[config.mk]
export PLATFORM = sky130hd
export DESIGN_NAME = gpc_general_pin_config
export DESIGN_NICKNAME = d
export VERILOG_FILES = /design/src/hdl/gpc_pkg.sv /design/src/hdl/gpc_general_pin_config.sv /design/src/hdl/gpc_in_demux.sv /design/src/hdl/gpc_pin_mux.sv
export VERILOG_INCLUDE_DIRS = /design/src /design/src/hdl
export SDC_FILE = /design/constraint.sdc
export NUM_CORES = 1
export LEC_CHECK = 0
export BUFFER_PORTS_ARGS = -buffer_cell sky130_fd_sc_hd__clkbuf_2
export CORE_MARGIN = 10
export CORE_UTILIZATION = 35
export CTS_CLUSTER_SIZE = 12
export DETAILED_ROUTE_END_ITERATION = 16
export PLACE_DENSITY = 0.73
export RECOVER_POWER = 100
export SETUP_SLACK_MARGIN = 0.4
export SLEW_MARGIN = 20
export SYNTH_ARGS = -nofsm -noshare
export SYNTH_HDL_FRONTEND = slang
export SYNTH_SLANG_ARGS = --single-unit
[constraint.sdc]
create_clock -name clk -period 1.6 [get_ports clk]
set_clock_uncertainty 0.1 [all_clocks]
set_input_delay 0 -clock clk [delete_from_list [all_inputs] [get_ports clk]]
set_output_delay 0 -clock clk [all_outputs]
set_load 0.05 [all_outputs]
[src/hdl/gpc_cfg.svh]
// Offsets, field positions and reset values of the general configuration register
`ifndef GPC_CFG_SVH
`define GPC_CFG_SVH
`define GPC_CFG_OFFSET 8'hB0
`define GPC_RESET_VALUE 32'h00000000
`define GPC_WRITE_MASK 32'hFBFFDF73
`define GPC_RO_MASK 32'h0000000C
`define GPC_BIT_KBC 31
`define GPC_BIT_RTCL 30
`define GPC_BIT_RTCS 29
`define GPC_BIT_XBUS 28
`define GPC_BIT_MODEM 27
`define GPC_BIT_COVER 25
`define GPC_BIT_BATT 24
`define GPC_BIT_THERM 23
`define GPC_BIT_SUS2 22
`define GPC_BIT_SUS1 21
`define GPC_BIT_CSLP 20
`define GPC_BIT_BHALT 19
`define GPC_BIT_PHALT 18
`define GPC_BIT_SLEEP 17
`define GPC_BIT_SERIAL_INTERRUPT_LINE 16
`define GPC_BIT_ALERT 15
`define GPC_BIT_ALARM 14
`define GPC_BIT_SEC_TRI 12
`define GPC_BIT_PRI_TRI 11
`define GPC_BIT_DMA_C 10
`define GPC_BIT_DMA_B 9
`define GPC_BIT_DMA_A 8
`define GPC_BIT_PNP 6
`define GPC_BIT_ALT 5
`define GPC_BIT_SPLIT 4
`define GPC_BIT_SPARE 3
`define GPC_BIT_CPU 2
`define GPC_BIT_DECODE 1
`define GPC_BIT_BUS 0
`define GPC_PNP_ADDR_LO 16'h0279
`define GPC_PNP_ADDR_HI 16'h0A79
`endif

[src/hdl/gpc_pkg.sv]
// Types shared by the general configuration block
package gpc_pkg;
	typedef enum logic [0:0] {
		GPC_DECODE_SUBTRACTIVE = 1'b0,
		GPC_DECODE_POSITIVE = 1'b1
	} gpc_decode_t;
	typedef enum logic [0:0] {
		GPC_BUS_EXTENDED = 1'b0,
		GPC_BUS_FULL = 1'b1
	} gpc_bus_t;
endpackage : gpc_pkg
[src/hdl/gpc_general_pin_config.sv]
// General configuration register with its pin-function multiplexers
//
// Summary of operation
// - Bits 31..29 set route three select pins to gpo 26, 25, 24.
// - Bit 28 set turns xbus enable and direction pins into gpo 23, 22.
// - Bits 27, 25 set make modem wake and cover pins gpi 12, 10.
// - Bits 24, 23 set make low battery and thermal pins gpi 9, 8.
// - Bits 22, 21 set make suspend state pins gpo 21, 20.
// - Bits 20..18 set make sleep and clock halt pins gpo 19, 18, 17.
// - Bit 17 set makes sleep control b and c pins gpo 15, 16.
// - Bit 16 clear makes serial interrupt pin gpi 7; set gives serial interrupt.
// - Bit 15 set makes the alert pin gpi 11; clear keeps alert.
// - Bit 14 clear makes clock alarm pin gpi 6; set gives alarm input.
// - Bit 12 set tri-states all secondary disk pins, independent of bit 4.
// - Bit 11 set tri-states all primary disk pins, independent of bit 4.
// - Bits 10..8 set give dma pairs c, b, a; clear gives gpi and gpo.
// - Bit 6 set positively decodes and forwards io 279h and A79h.
// - Bit 5 set enables alternate access mode for shadow register reads.
// - Bit 4 selects primary/secondary split or drive 0/drive 1 split.
// - Bit 3 reads the spare strap pin; board pulls it low.
// - Bit 2 reads cpu family strap; it inverts restart and reset polarity.
// - Bit 1 clear selects subtractive decode, set selects positive decode.
// - Bit 0 clear selects extended io bus with gpi 0 and gpo 1..7.
`timescale 1ns/100ps
`default_nettype none
`include "gpc_cfg.svh"
module gpc_general_pin_config (
	input wire logic clk,
	input wire logic rst,
	// Configuration access port
	input wire logic cfg_wr,
	input wire logic cfg_rd,
	input wire logic [7:0] cfg_addr,
	input wire logic [3:0] cfg_be,
	input wire logic [31:0] cfg_wdata,
	output logic [31:0] cfg_rdata,
	output logic cfg_hit,
	// Strap pins
	input wire logic spare_strap,
	input wire logic cpu_family_strap,
	// Dedicated output functions and general-purpose output values
	input wire logic [10:0] out_func,
	input wire logic [31:0] gpo_val,
	output logic [10:0] out_pin,
	output logic sleep_control_c,
	// Dedicated input pins: modem, cover, battery, thermal, serial_interrupt_line, alert, alarm
	input wire logic [6:0] in_pin,
	output logic [6:0] in_func,
	output logic [12:0] gpi_val,
	// Dma request/grant pins c, b, a
	input wire logic [2:0] dma_req_pin,
	output logic [2:0] dma_gnt_pin,
	input wire logic [2:0] dma_gnt_func,
	output logic [2:0] dma_req_func,
	// Expansion bus shared pins
	input wire logic channel_check_input,
	output logic channel_check_func,
	input wire logic [6:0] upper_latched_address_func,
	output logic [6:0] upper_latched_address,
	// Processor control polarity
	input wire logic processor_soft_restart_req,
	input wire logic processor_hard_reset_req,
	output logic processor_soft_restart,
	output logic processor_hard_reset,
	// Disk interface enables and configuration
	output logic primary_disk_oe,
	output logic secondary_disk_oe,
	output logic disk_drive_split,
	// Decode control
	input wire logic io_cycle,
	input wire logic [15:0] io_addr,
	output logic pnp_forward,
	output logic positive_decode,
	output logic alt_access_mode,
	output logic full_expansion_bus
);
	logic [31:0] cfg_ff;
	logic [31:0] nxt_cfg;
	logic [31:0] be_mask;
	logic [1:0] strap_ff;
	logic [31:0] read_word;
	logic [31:0] rdata_ff;
	logic [10:0] out_sel;
	logic [6:0] in_gpi_sel;
	logic [6:0] in_gpi;
	logic [6:0] in_idle;
	logic [6:0] func_raw;
	logic [2:0] dma_en;
	logic cpu_second_gen;
	gpc_pkg::gpc_decode_t decode_mode;
	gpc_pkg::gpc_bus_t bus_mode;

	// Address match for the one register
	assign cfg_hit = (cfg_addr[7:2] == 6'(`GPC_CFG_OFFSET >> 2));
	assign be_mask = {{8{cfg_be[3]}}, {8{cfg_be[2]}}, {8{cfg_be[1]}}, {8{cfg_be[0]}}};

	// Byte-enabled write merge of the writable bits
	always_comb
	begin
		nxt_cfg = cfg_ff;
		if (cfg_wr && cfg_hit)
		begin
			nxt_cfg = ((cfg_ff & ~be_mask) | (cfg_wdata & be_mask)) & `GPC_WRITE_MASK;
		end
	end

	// Register storage, cleared by system reset
	always_ff @(posedge clk or posedge rst)
	begin
		if (rst)
			cfg_ff <= `GPC_RESET_VALUE;
		else
			cfg_ff <= nxt_cfg;
	end

	// Strap sampling every cycle, constant under reset
	always_ff @(posedge clk or posedge rst)
	begin
		if (rst)
			strap_ff <= 2'h0;
		else
			strap_ff <= {spare_strap, cpu_family_strap};
	end

	// Read word assembly with strap status bits
	always_comb
	begin
		read_word = cfg_ff & `GPC_WRITE_MASK;
		read_word[`GPC_BIT_SPARE] = strap_ff[1];
		read_word[`GPC_BIT_CPU] = strap_ff[0];
	end

	// Registered read data
	always_ff @(posedge clk or posedge rst)
	begin
		if (rst)
			rdata_ff <= 32'h00000000;
		else if (cfg_rd && cfg_hit)
			rdata_ff <= read_word;
		else if (cfg_rd)
			rdata_ff <= 32'h00000000; // Unmapped reads return zero
	end
	assign cfg_rdata = rdata_ff;

	// Output pin selects, bit order: kbc, rtcl, rtcs, xoe, xbus_direction, sus2, sus1, cslp, bhalt, phalt, slpb
	always_comb
	begin
		out_sel = 11'h000;
		out_sel[10] = cfg_ff[`GPC_BIT_KBC];
		out_sel[9] = cfg_ff[`GPC_BIT_RTCL];
		out_sel[8] = cfg_ff[`GPC_BIT_RTCS];
		out_sel[7] = cfg_ff[`GPC_BIT_XBUS];
		out_sel[6] = cfg_ff[`GPC_BIT_XBUS];
		out_sel[5] = cfg_ff[`GPC_BIT_SUS2];
		out_sel[4] = cfg_ff[`GPC_BIT_SUS1];
		out_sel[3] = cfg_ff[`GPC_BIT_CSLP];
		out_sel[2] = cfg_ff[`GPC_BIT_BHALT];
		out_sel[1] = cfg_ff[`GPC_BIT_PHALT];
		out_sel[0] = cfg_ff[`GPC_BIT_SLEEP];
	end

	// Output pin multiplexers; sleep control c is handled below with slpb
	gpc_pin_mux #(
		.WIDTH(11)
	) u_out_mux (
		.sel(out_sel),
		.func_val(out_func),
		.gpo_val({gpo_val[26], gpo_val[25], gpo_val[24], gpo_val[23], gpo_val[22], gpo_val[21],
			gpo_val[20], gpo_val[19], gpo_val[18], gpo_val[17], gpo_val[15]}),
		.pin_val(out_pin)
	);

	// Input selects, bit order: modem, cover, batt, therm, serial_interrupt_line, alert, alarm
	always_comb
	begin
		in_gpi_sel[6] = cfg_ff[`GPC_BIT_MODEM];
		in_gpi_sel[5] = cfg_ff[`GPC_BIT_COVER];
		in_gpi_sel[4] = cfg_ff[`GPC_BIT_BATT];
		in_gpi_sel[3] = cfg_ff[`GPC_BIT_THERM];
		in_gpi_sel[2] = ~cfg_ff[`GPC_BIT_SERIAL_INTERRUPT_LINE];
		in_gpi_sel[1] = cfg_ff[`GPC_BIT_ALERT];
		in_gpi_sel[0] = ~cfg_ff[`GPC_BIT_ALARM];
	end

	// Active-low inputs idle high, serial interrupt line idles high too
	assign in_idle = 7'h7F;

	gpc_in_demux #(
		.WIDTH(7)
	) u_in_demux (
		.gpi_sel(in_gpi_sel),
		.pin_val(in_pin),
		.idle_val(in_idle),
		.func_val(func_raw),
		.gpi_val(in_gpi)
	);
	assign in_func = func_raw;

	assign dma_en = {cfg_ff[`GPC_BIT_DMA_C], cfg_ff[`GPC_BIT_DMA_B], cfg_ff[`GPC_BIT_DMA_A]};

	// Dma request inputs: function or gpi 4, 3, 2; grant outputs: function or gpo 11, 10, 9
	gpc_pin_mux #(
		.WIDTH(3)
	) u_gnt_mux (
		.sel(~dma_en),
		.func_val(dma_gnt_func),
		.gpo_val({gpo_val[11], gpo_val[10], gpo_val[9]}),
		.pin_val(dma_gnt_pin)
	);
	assign dma_req_func = dma_en & dma_req_pin | ~dma_en;

	assign bus_mode = gpc_pkg::gpc_bus_t'(cfg_ff[`GPC_BIT_BUS]);
	assign full_expansion_bus = (bus_mode == gpc_pkg::GPC_BUS_FULL);
	assign channel_check_func = full_expansion_bus ? channel_check_input : 1'b1;
	assign upper_latched_address = full_expansion_bus ? upper_latched_address_func : gpo_val[7:1];

	// General-purpose input collection
	always_comb
	begin
		gpi_val = 13'h0000;
		gpi_val[12] = in_gpi[6];
		gpi_val[10] = in_gpi[5];
		gpi_val[9] = in_gpi[4];
		gpi_val[8] = in_gpi[3];
		gpi_val[7] = in_gpi[2];
		gpi_val[11] = in_gpi[1];
		gpi_val[6] = in_gpi[0];
		gpi_val[4:2] = ~dma_en & dma_req_pin;
		// Gpi 0 on channel check pin
		gpi_val[0] = ~full_expansion_bus & channel_check_input;
	end

	// Sleep control c follows same select
	logic sleep_c_pin;
	assign sleep_c_pin = cfg_ff[`GPC_BIT_SLEEP] ? gpo_val[16] : out_func[0];

	assign cpu_second_gen = strap_ff[0];
	assign processor_soft_restart = processor_soft_restart_req ^ cpu_second_gen;
	assign processor_hard_reset = processor_hard_reset_req ^ cpu_second_gen;

	assign primary_disk_oe = ~cfg_ff[`GPC_BIT_PRI_TRI];
	assign secondary_disk_oe = ~cfg_ff[`GPC_BIT_SEC_TRI];
	assign disk_drive_split = cfg_ff[`GPC_BIT_SPLIT];
	assign alt_access_mode = cfg_ff[`GPC_BIT_ALT];

	assign decode_mode = gpc_pkg::gpc_decode_t'(cfg_ff[`GPC_BIT_DECODE]);
	assign positive_decode = (decode_mode == gpc_pkg::GPC_DECODE_POSITIVE);

	assign pnp_forward = io_cycle && cfg_ff[`GPC_BIT_PNP] &&
		((io_addr == `GPC_PNP_ADDR_LO) || (io_addr == `GPC_PNP_ADDR_HI));

	// Second sleep control pin goes out through its own sleep_control_c port
	assign sleep_control_c = sleep_c_pin;
endmodule : gpc_general_pin_config
`default_nettype wire

[src/hdl/gpc_in_demux.sv]
// Per-pin steering of an input pin to its dedicated function or a general-purpose input
`timescale 1ns/100ps
`default_nettype none
module gpc_in_demux #(
	parameter int WIDTH = 1
) (
	input wire logic [WIDTH-1:0] gpi_sel,
	input wire logic [WIDTH-1:0] pin_val,
	input wire logic [WIDTH-1:0] idle_val,
	output logic [WIDTH-1:0] func_val,
	output logic [WIDTH-1:0] gpi_val
);
	genvar i;
	// Unselected side sees its idle level, gpi side reads zero
	generate
		for (i = 0; i < WIDTH; i++)
		begin : g_demux
			assign func_val[i] = gpi_sel[i] ? idle_val[i] : pin_val[i];
			assign gpi_val[i] = gpi_sel[i] ? pin_val[i] : 1'b0;
		end
	endgenerate
endmodule : gpc_in_demux
`default_nettype wire

[src/hdl/gpc_pin_mux.sv]
// Per-pin selector between a dedicated output function and a general-purpose output
`timescale 1ns/100ps
`default_nettype none
module gpc_pin_mux #(
	parameter int WIDTH = 1
) (
	input wire logic [WIDTH-1:0] sel,
	input wire logic [WIDTH-1:0] func_val,
	input wire logic [WIDTH-1:0] gpo_val,
	output logic [WIDTH-1:0] pin_val
);
	genvar i;
	// One selector per pin, set selects the general-purpose output
	generate
		for (i = 0; i < WIDTH; i++)
		begin : g_mux
			assign pin_val[i] = sel[i] ? gpo_val[i] : func_val[i];
		end
	endgenerate
endmodule : gpc_pin_mux
`default_nettype wire

Yosys cells after proc, flatten, opt, wreduce, memory -nomap -nowiden --
Cells that the tools add are included.
Word-level totals: logic and storage cells 59, output and inout bits 88, input bits 133, register bits 61
Cells by class: bitwise gates (word level) 14, reductions and logical operators 6, eq/ne operators 3, mux-type cells 33
Operator list (count):
- $and A32 B32 Y32 | 2
- $mux W32 | 2
- $not A32 Y32 | 1
- $or A32 B32 Y32 | 1
- $mux W1 | 30
- $eq A16 B10 Y1 const B | 1
- $eq A16 B12 Y1 const B | 1
- $mux W7 | 1
- $and A3 B3 Y3 | 2
- $eq A6 B6 Y1 const B | 1
- $logic_and A1 B1 Y1 | 4
- $not A1 Y1 | 3
- $not A3 Y3 | 1
- $or A3 B3 Y3 | 1
- $reduce_bool A2 Y1 | 1
- $xor A1 B1 Y1 | 2
- $and A1 B1 Y1 | 1
- $logic_or A1 B1 Y1 | 1

Depth between registers and ports, before layout --
Gate-level depths: netlist of run 1.
word-level depth 3, gate-level depth with buffers 5, gate-level depth less buffers 3

By module --
A second synthesis of run 1 with hierarchy kept.
Unflattened totals: cells, all modules 262, area, all modules 2966.6 um2
Modules (own cells, without submodules):
- gpc_general_pin_config | cells each 234, area each 2598.7 um2, sequential area each 1451.4 um2, times used 1
- gpc_pin_mux at u_out_mux | cells each 11, area each 165.2 um2, sequential area each 0.0 um2, times used 1
- gpc_in_demux | cells each 14, area each 157.7 um2, sequential area each 0.0 um2, times used 1
- gpc_pin_mux at u_gnt_mux | cells each 3, area each 45.0 um2, sequential area each 0.0 um2, times used 1

Least setup slack after synthesis of run 1 --
Ideal clock, no wire load.
path type flip-flop to output port, start register with a tool-made name, end output port pnp_forward, required time 1.500 ns, path buffers 0, arrival time 1.930 ns, cell stages (with the launch flop) 3, path slack -0.430 ns, cell sequence dfrtp_1 nand2_1 nor4_1
RTL lines:
- end: declaration | line gpc_general_pin_config.sv:72 | output logic pnp_forward,

==> key figures, run 1 <==
Placement
  • Routability congestion estimate: about 0.87
  • Post-DP Area: approximately 4000 sq um
  • Dpl hpwl: 7.69 mm
  • Port Buf Inserts: 197

STA
  • Post-layout minimum cycle time: about 1500 ps
  • Max Freq: between 0.6 and 0.7 GHz
  • Max-slew violations: 0
  • Final Setup Violations: 0
  • RSZ-0062 raised after global routing: yes
  • Endpoints failing hold: 0
  • Slew HR: 46.6%
  • Period utilization: 93.7%
  • Worst hold slack: 59.3 ps
  • Setup TNS after final layout: 0 ps
  • Slew @ Worst Pin: 800 ps

Min path
  • Hold Path Cell Cnt: 4
  • Hold path start: cfg_rd
  • Hold EP: cfg_rdata[14]
  • Class of the worst hold path: in2reg

CTS
  • Root buf cell: clkbuf_8
  • CTS buffer count: 9
  • Clock-pin slew on the worst setup and hold paths: approximately 70 ps
  • CTS sink count: 58
  • Worst skew pair latency: 330 ps
  • H-tree levels: 3
  • Max Root-Sink Buffers: 2
  • CTS tree: yes

Global routing
  • Largest net degree at the start of global routing: around 60
  • Number of global-route vias before repair: between 3,000 and 4,000
  • First-pass GRT wire length: about 18 mm
  • Global Route Usage Sum: 19.3%
  • Overflow after GRT: 0
  • Antenna violations before repair: 0

Floorplan
  • Die Span X: 110 microns
  • Die ar.: ~12,000 sq um
  • Die Height: between 100 and 150 microns
  • I/O pin count: 221
  • Row cnt: 32
  • CORE AREA: a little under 8000 sq um
  • Initial core utilization: 36.3%

Detailed routing
  • Met2 wire length: around 6.3 mm
  • First DRT Iteration DRCs: 78
  • Total number of vias: 2,938
  • Post-Route M1 WL: between 4 and 5 mm
  • Drt drc: 0
  • Met3 routed WL: around 1.5 mm
  • Wire per inst: ~19 microns
  • DR pass1 iterations: 4
  • Via-to-Cell Ratio: 4.68
  • Total Wirelength: 12.1 mm
  • ANT nets after route: 0
  • Uppermost layer routed: met4

Layout
  • Commonest non-fill, non-tap cells in the layout: clkbuf_2, dfrtp_1, clkbuf_1
  • Design Area, Final: 5040 sq um
  • Most common cell after layout, fill and taps aside: clkbuf_2
  • Area delta synth->final: 77.7%
  • Layout fillers: ~640
  • Multi-input logic area: 1250 sq um
  • Diodes inserted: 0
  • Reg area: roughly 1500 sq um
  • Core Util, Final: roughly 65%
  • Final net count: ~650
  • Layout cells sized above 1: about 50%

Worst setup path
  • Kind of end point of the critical path: output port
  • CP max-delay cell: dfrtp_2
  • Critical path arrival: 1400 ps
  • Setup crit start kind: register
  • CP Max Fanout: 5
  • CP required: approximately 1500 ps
  • Crit path max-delay family: flip-flops
  • Critical path class: reg2out
  • CP Buf/Inv Count: 2
  • R2R setup slack: 340 ps
  • Worst path max stage delay: between 400 and 500 ps
  • CP Cell Sequence: buf_6, mux2_4, buf_4
  • Worst Reg-to-Reg Cells: 3

Logic synthesis
  • FF+latch count, synth: 58
  • Seq/Total Area, Yosys: approximately half
  • Syn avg cell area: roughly 11 sq um
  • Most used flip-flop cell after synthesis: dfrtp_1
  • Yosys warns: 0
  • Mapped Area: 2840 sq um
  • EDFF count, synth: 0
  • Gate Count Post-Synth: between 200 and 300
  • Asr flop ratio synth: 100%
  • Netlist cell types: 27

Power and ir drop
  • Leakage: approximately 2.6 nW
  • Worst IR drop on VDD: between 0.0004 and 0.0005 V
  • PwrDens: between 800 and 900 nW/um^2

Job
  • Max cap viols: 0

Run status
  • Status: finished clean
kinds of logic (layout without fill, tap and decap cells):
logic type / after synthesis / count (layout) / share of synthesized area [%]
xor+xnor: 2 / 2 / 0.618
flops: 58 / 58 / 51.2
mux: 47 / 47 / 18.7
simple gates: 72 / 72 / 15.1
other cells: 1 / 5 / 0.132
compound gates: 29 / 29 / 6.40
buf+inv: 50 / 313 / 7.90
Yosys cell counts (all sizes together) (2+ instances only):
master	count	area (sq um)
and2	6	37.5
buf	12	77.6
clkbuf	5	22.5
dfrtp	58	1450
inv	33	124
mux2	47	529
nand2	34	128
nand2b	7	43.8
nand3	2	10.0
nand4	5	91.3
nor2	3	18.8
nor2b	6	37.5
o22ai	29	181
or2	5	31.3
xor2	2	17.5
cell type report:
cell class / instances / area share (%)
Tap cell: 102 / 2.53
Inverter: 33 / 2.53
Clock buffer: 11 / 3.00
Sequential cell: 58 / 28.8
Clock inverter: 5 / 1.04
Timing Repair Buffer: 264 / 37.2
Multi-Input combinational cell: 155 / 24.9
timing repair:
action / CTS / global route
buffers inserted: 24 / 4
pin swaps: 9 / 0
endpoints found under the hold margin: 87 / 0
setup endpoints to repair: 48 / 53
gates resized for setup: 133 / 58
hold buffers: 34 / 0
worst min-delay path, stage by stage:
cell,delay (ps)
clkbuf_2,100
buf_12,190
nand2_1,90
o22ai_1,60
how the worst max path moves through the flow:
stage,end,cells past startpoint,from,slack (ps)
2_1_floorplan,pnp_forward,2,register,130
3_3_place_gp,register,4,cfg_addr[7],170
3_5_place_dp,register,4,cfg_addr[7],160
4_1_cts,upper_latched_address[5],3,register,120
5_1_grt,gpi_val[0],4,register,50
6_report,upper_latched_address[0],3,register,100
where the power goes:
group	total (W)	switching, W	internal, W	leakage (nW)
logic	0.00125	0.000690	0.000557	1.67
registers	0.00158	0.0000513	0.00153	0.793
clock network	0.00139	0.000590	0.000796	0.105
total	0.00421	0.00133	0.00288	2.56
stage by stage:
step           total power, W  std cells  setup WS, ps
2_1_floorplan         0.00229        263           129
3_3_place_gp          0.00251        550           167
3_5_place_dp          0.00253        550           159
4_1_cts               0.00432        624           115
5_1_grt               0.00441        628          53.6
6_report              0.00421        628           101
routing by layer:
metal	vias up	track usage, %
met3	13	8.36
met4	0	4.46
li1	1389	-
met5	-	0
met1	1392	19.8
met2	144	35.2
Power figures use the tool's default switching activity.
==> run 2: changes to the inputs <==
Settings changed: BUFFER_PORTS_ARGS -buffer_cell sky130_fd_sc_hd__clkbuf_2 to -buffer_cell sky130_fd_sc_hd__buf_2.
==> run 2 against run 1 <==
Against the previous run: fmax increased by 0.70%; sequential share of layout area is 1.0 points higher; sequential power about the same; critical path type unchanged.
==> key figures, run 2 (synthesis gave the netlist of run 1 again) <==
Run status
  • Status: finished clean

Min path
  • Class of the worst hold path: in2reg

Floorplan
  • Die ar.: 12,100 sq um (unchanged)
  • Die Height: 110 microns (unchanged)
  • Row cnt: 32 (unchanged)
  • CORE AREA: 7810 sq um (unchanged)
  • I/O pin count: 221 (unchanged)
  • Die Span X: 110 microns (unchanged)
  • Initial core utilization: 36.3% (unchanged)

Detailed routing
  • Drt drc: 0 (unchanged)
  • Wire per inst: 19.0 microns (-1.4%)
  • ANT nets after route: 0 (unchanged)
  • Total number of vias: 2,943 (+0.17%)
  • DR pass1 iterations: 4 (unchanged)
  • Total Wirelength: 12.0 mm (-1.1%)
  • Via-to-Cell Ratio: 4.67 (-0.15%)
  • First DRT Iteration DRCs: 65 (-17%)

Worst setup path
  • CP Max Fanout: 5 (unchanged)
  • Kind of end point of the critical path: output port
  • CP required: 1500 ps (about the same)
  • Critical path arrival: 1390 ps (about the same)
  • Critical path class: reg2out
  • Setup crit start kind: register

Power and ir drop
  • Sw Share: 30.4% (-1.2 points)
  • Pint: 0.00301 W (+4.6%)
  • Leakage: 2.45 nW (-4.6%)
  • Comb power frac: 26.7% (-2.9 points)
  • Worst IR drop on VDD: 0.000513 V (+3.6%)
  • Sequential power share: 36.5% (-1.0 points)
  • PwrDens: 889 nW/um^2 (+6.5%)
  • Psw: 0.00132 W (-1.2%)
  • Proportion of power drawn by the clock network: 36.8% (+3.9 points)

Global routing
  • M1 GR Usage: 17.7% (-2.2 points)
  • M2 GR Usage: 33.3% (-1.9 points)
  • Overflow after GRT: 0 (unchanged)
  • First-pass GRT wire length: 17.0 mm (-5.9%)
  • Largest net degree at the start of global routing: 59 (unchanged)
  • Antenna violations before repair: 0 (unchanged)
  • Most utilized layer in the global route result: met2
  • Global Route Usage Sum: 18.2% (-1.1 points)
  • Number of global-route vias before repair: 3,259 (-2.6%)
  • Global-route met3 utilization: 6.85% (-1.5 points)

STA
  • Max Freq: 0.672 GHz (+0.70%)
  • Setup TNS after final layout: 0 ps (unchanged)
  • Endpoints failing hold: 0 (unchanged)
  • Slew HR: 46.4% (-0.26 points)
  • Final Setup Violations: 0 (unchanged)
  • Worst hold slack: 48.6 ps (-10.6 ps)
  • Slew @ Worst Pin: 804 ps (+3.84 ps)
  • Max-slew violations: 0 (unchanged)
  • RSZ-0062 raised after global routing: yes
  • Post-layout minimum cycle time: 1490 ps (-10.4 ps)
  • Period utilization: 93.1% (-0.65 points)

CTS
  • H-tree levels: 3 (unchanged)
  • CTS sink count: 58 (unchanged)
  • CTS buffer count: 9 (unchanged)
  • Clock-pin slew on the worst setup and hold paths: 70 ps (about the same)
  • CTS tree: yes
  • Max Root-Sink Buffers: 2 (unchanged)
  • Worst skew pair latency: 340 ps (about the same)
  • Root buf cell: clkbuf_8

Layout
  • Commonest non-fill, non-tap cells in the layout: buf_2, dfrtp_1, clkbuf_1
  • Layout fillers: 645 (+0.62%)
  • Layout cells sized above 1: 53.1% (+2.8 points)
  • Multi-input logic area: 1300 sq um (+3.9%)
  • Reg area: 1450 sq um (unchanged)
  • Area delta synth->final: 71.6%
  • Final net count: 655 (+0.15%)
  • Most common cell after layout, fill and taps aside: buf_2

Placement
  • Routability congestion estimate: 0.874 (+0.82%)
  • Dpl hpwl: 7.64 mm (-0.58%)
  • Port Buf Inserts: 197 (unchanged)

Job
  • Max cap viols: 0 (unchanged)
-- run 2: stage by stage --
stage	worst slack, ps	power [W]	cells	utilization (%)	instance area (sq um)
3_3_place_gp	153	0.00250	549	51.2	4000
3_5_place_dp	145	0.00252	549	51.2	4000
5_1_grt	68.5	0.00451	629	62.3	4860
2_1_floorplan	129	0.00229	263	-	2920
6_report	111	0.00433	630	62.3	4870
4_1_cts	146	0.00447	620	66.3	5180
-- run 2: repair_timing --
item	4_1_cts	5_1_grt
resized for setup	134	26
endpoints found under the hold margin	87	0
pin swaps	9	0
setup endpoints to repair	48	47
hold buffers	34	0
cloned	0	1
setup buffers	21	8
-- run 2: cell type report --
| class | count | share of cell area (%) |
|---|---|---|
| Tap cell | 102 | 2.62 |
| Clock inverter | 4 | 1.49 |
| Clock buffer | 12 | 3.39 |
| Inverter | 33 | 2.62 |
| Multi-Input combinational cell | 155 | 26.8 |
| Sequential cell | 58 | 29.9 |
| Timing Repair Buffer | 265 | 33.2 |
| Antenna cell | 1 | 0.0514 |
-- run 2: worst max-delay path, stage by stage, from the launching register on --
cell,delay (ps)
dfrtp_2,420
buf_6,140
mux2_4,290
clkbuf_4,210
-- run 2: power by group through the flow --
stage | logic, W | registers [W] | clock network, W
floorplan | 0.000652 | 0.00163 | 0
global route | 0.00122 | 0.00159 | 0.00170
CTS | 0.00126 | 0.00158 | 0.00164
detailed placement | 0.000904 | 0.00162 | 0
finish | 0.00115 | 0.00158 | 0.00159
global placement | 0.000890 | 0.00161 | 0
-- run 2: final timing paths --
kind                             startpoint                         end  slack (ps)  depth (start not counted)
max in group asynchronous               rst  asynchronous set/reset pin         450                          4
worst max register to register     register                cfg_rdata[0]         390                          6
worst min register to register  strap_ff[1]                cfg_rdata[3]         430                          2
worst min-delay path                 cfg_rd               cfg_rdata[15]          50                          4
worst max-delay path               register    upper_latched_address[1]         110                          3
min in group asynchronous               rst                cfg_rdata[0]         400                          4
-- run 2: metal layers --
metal	up-vias	wire length [microns]
met1	1381	4170
met3	24	1340
met2	152	6200
li1	1386	-
met5	-	0
met4	0	276
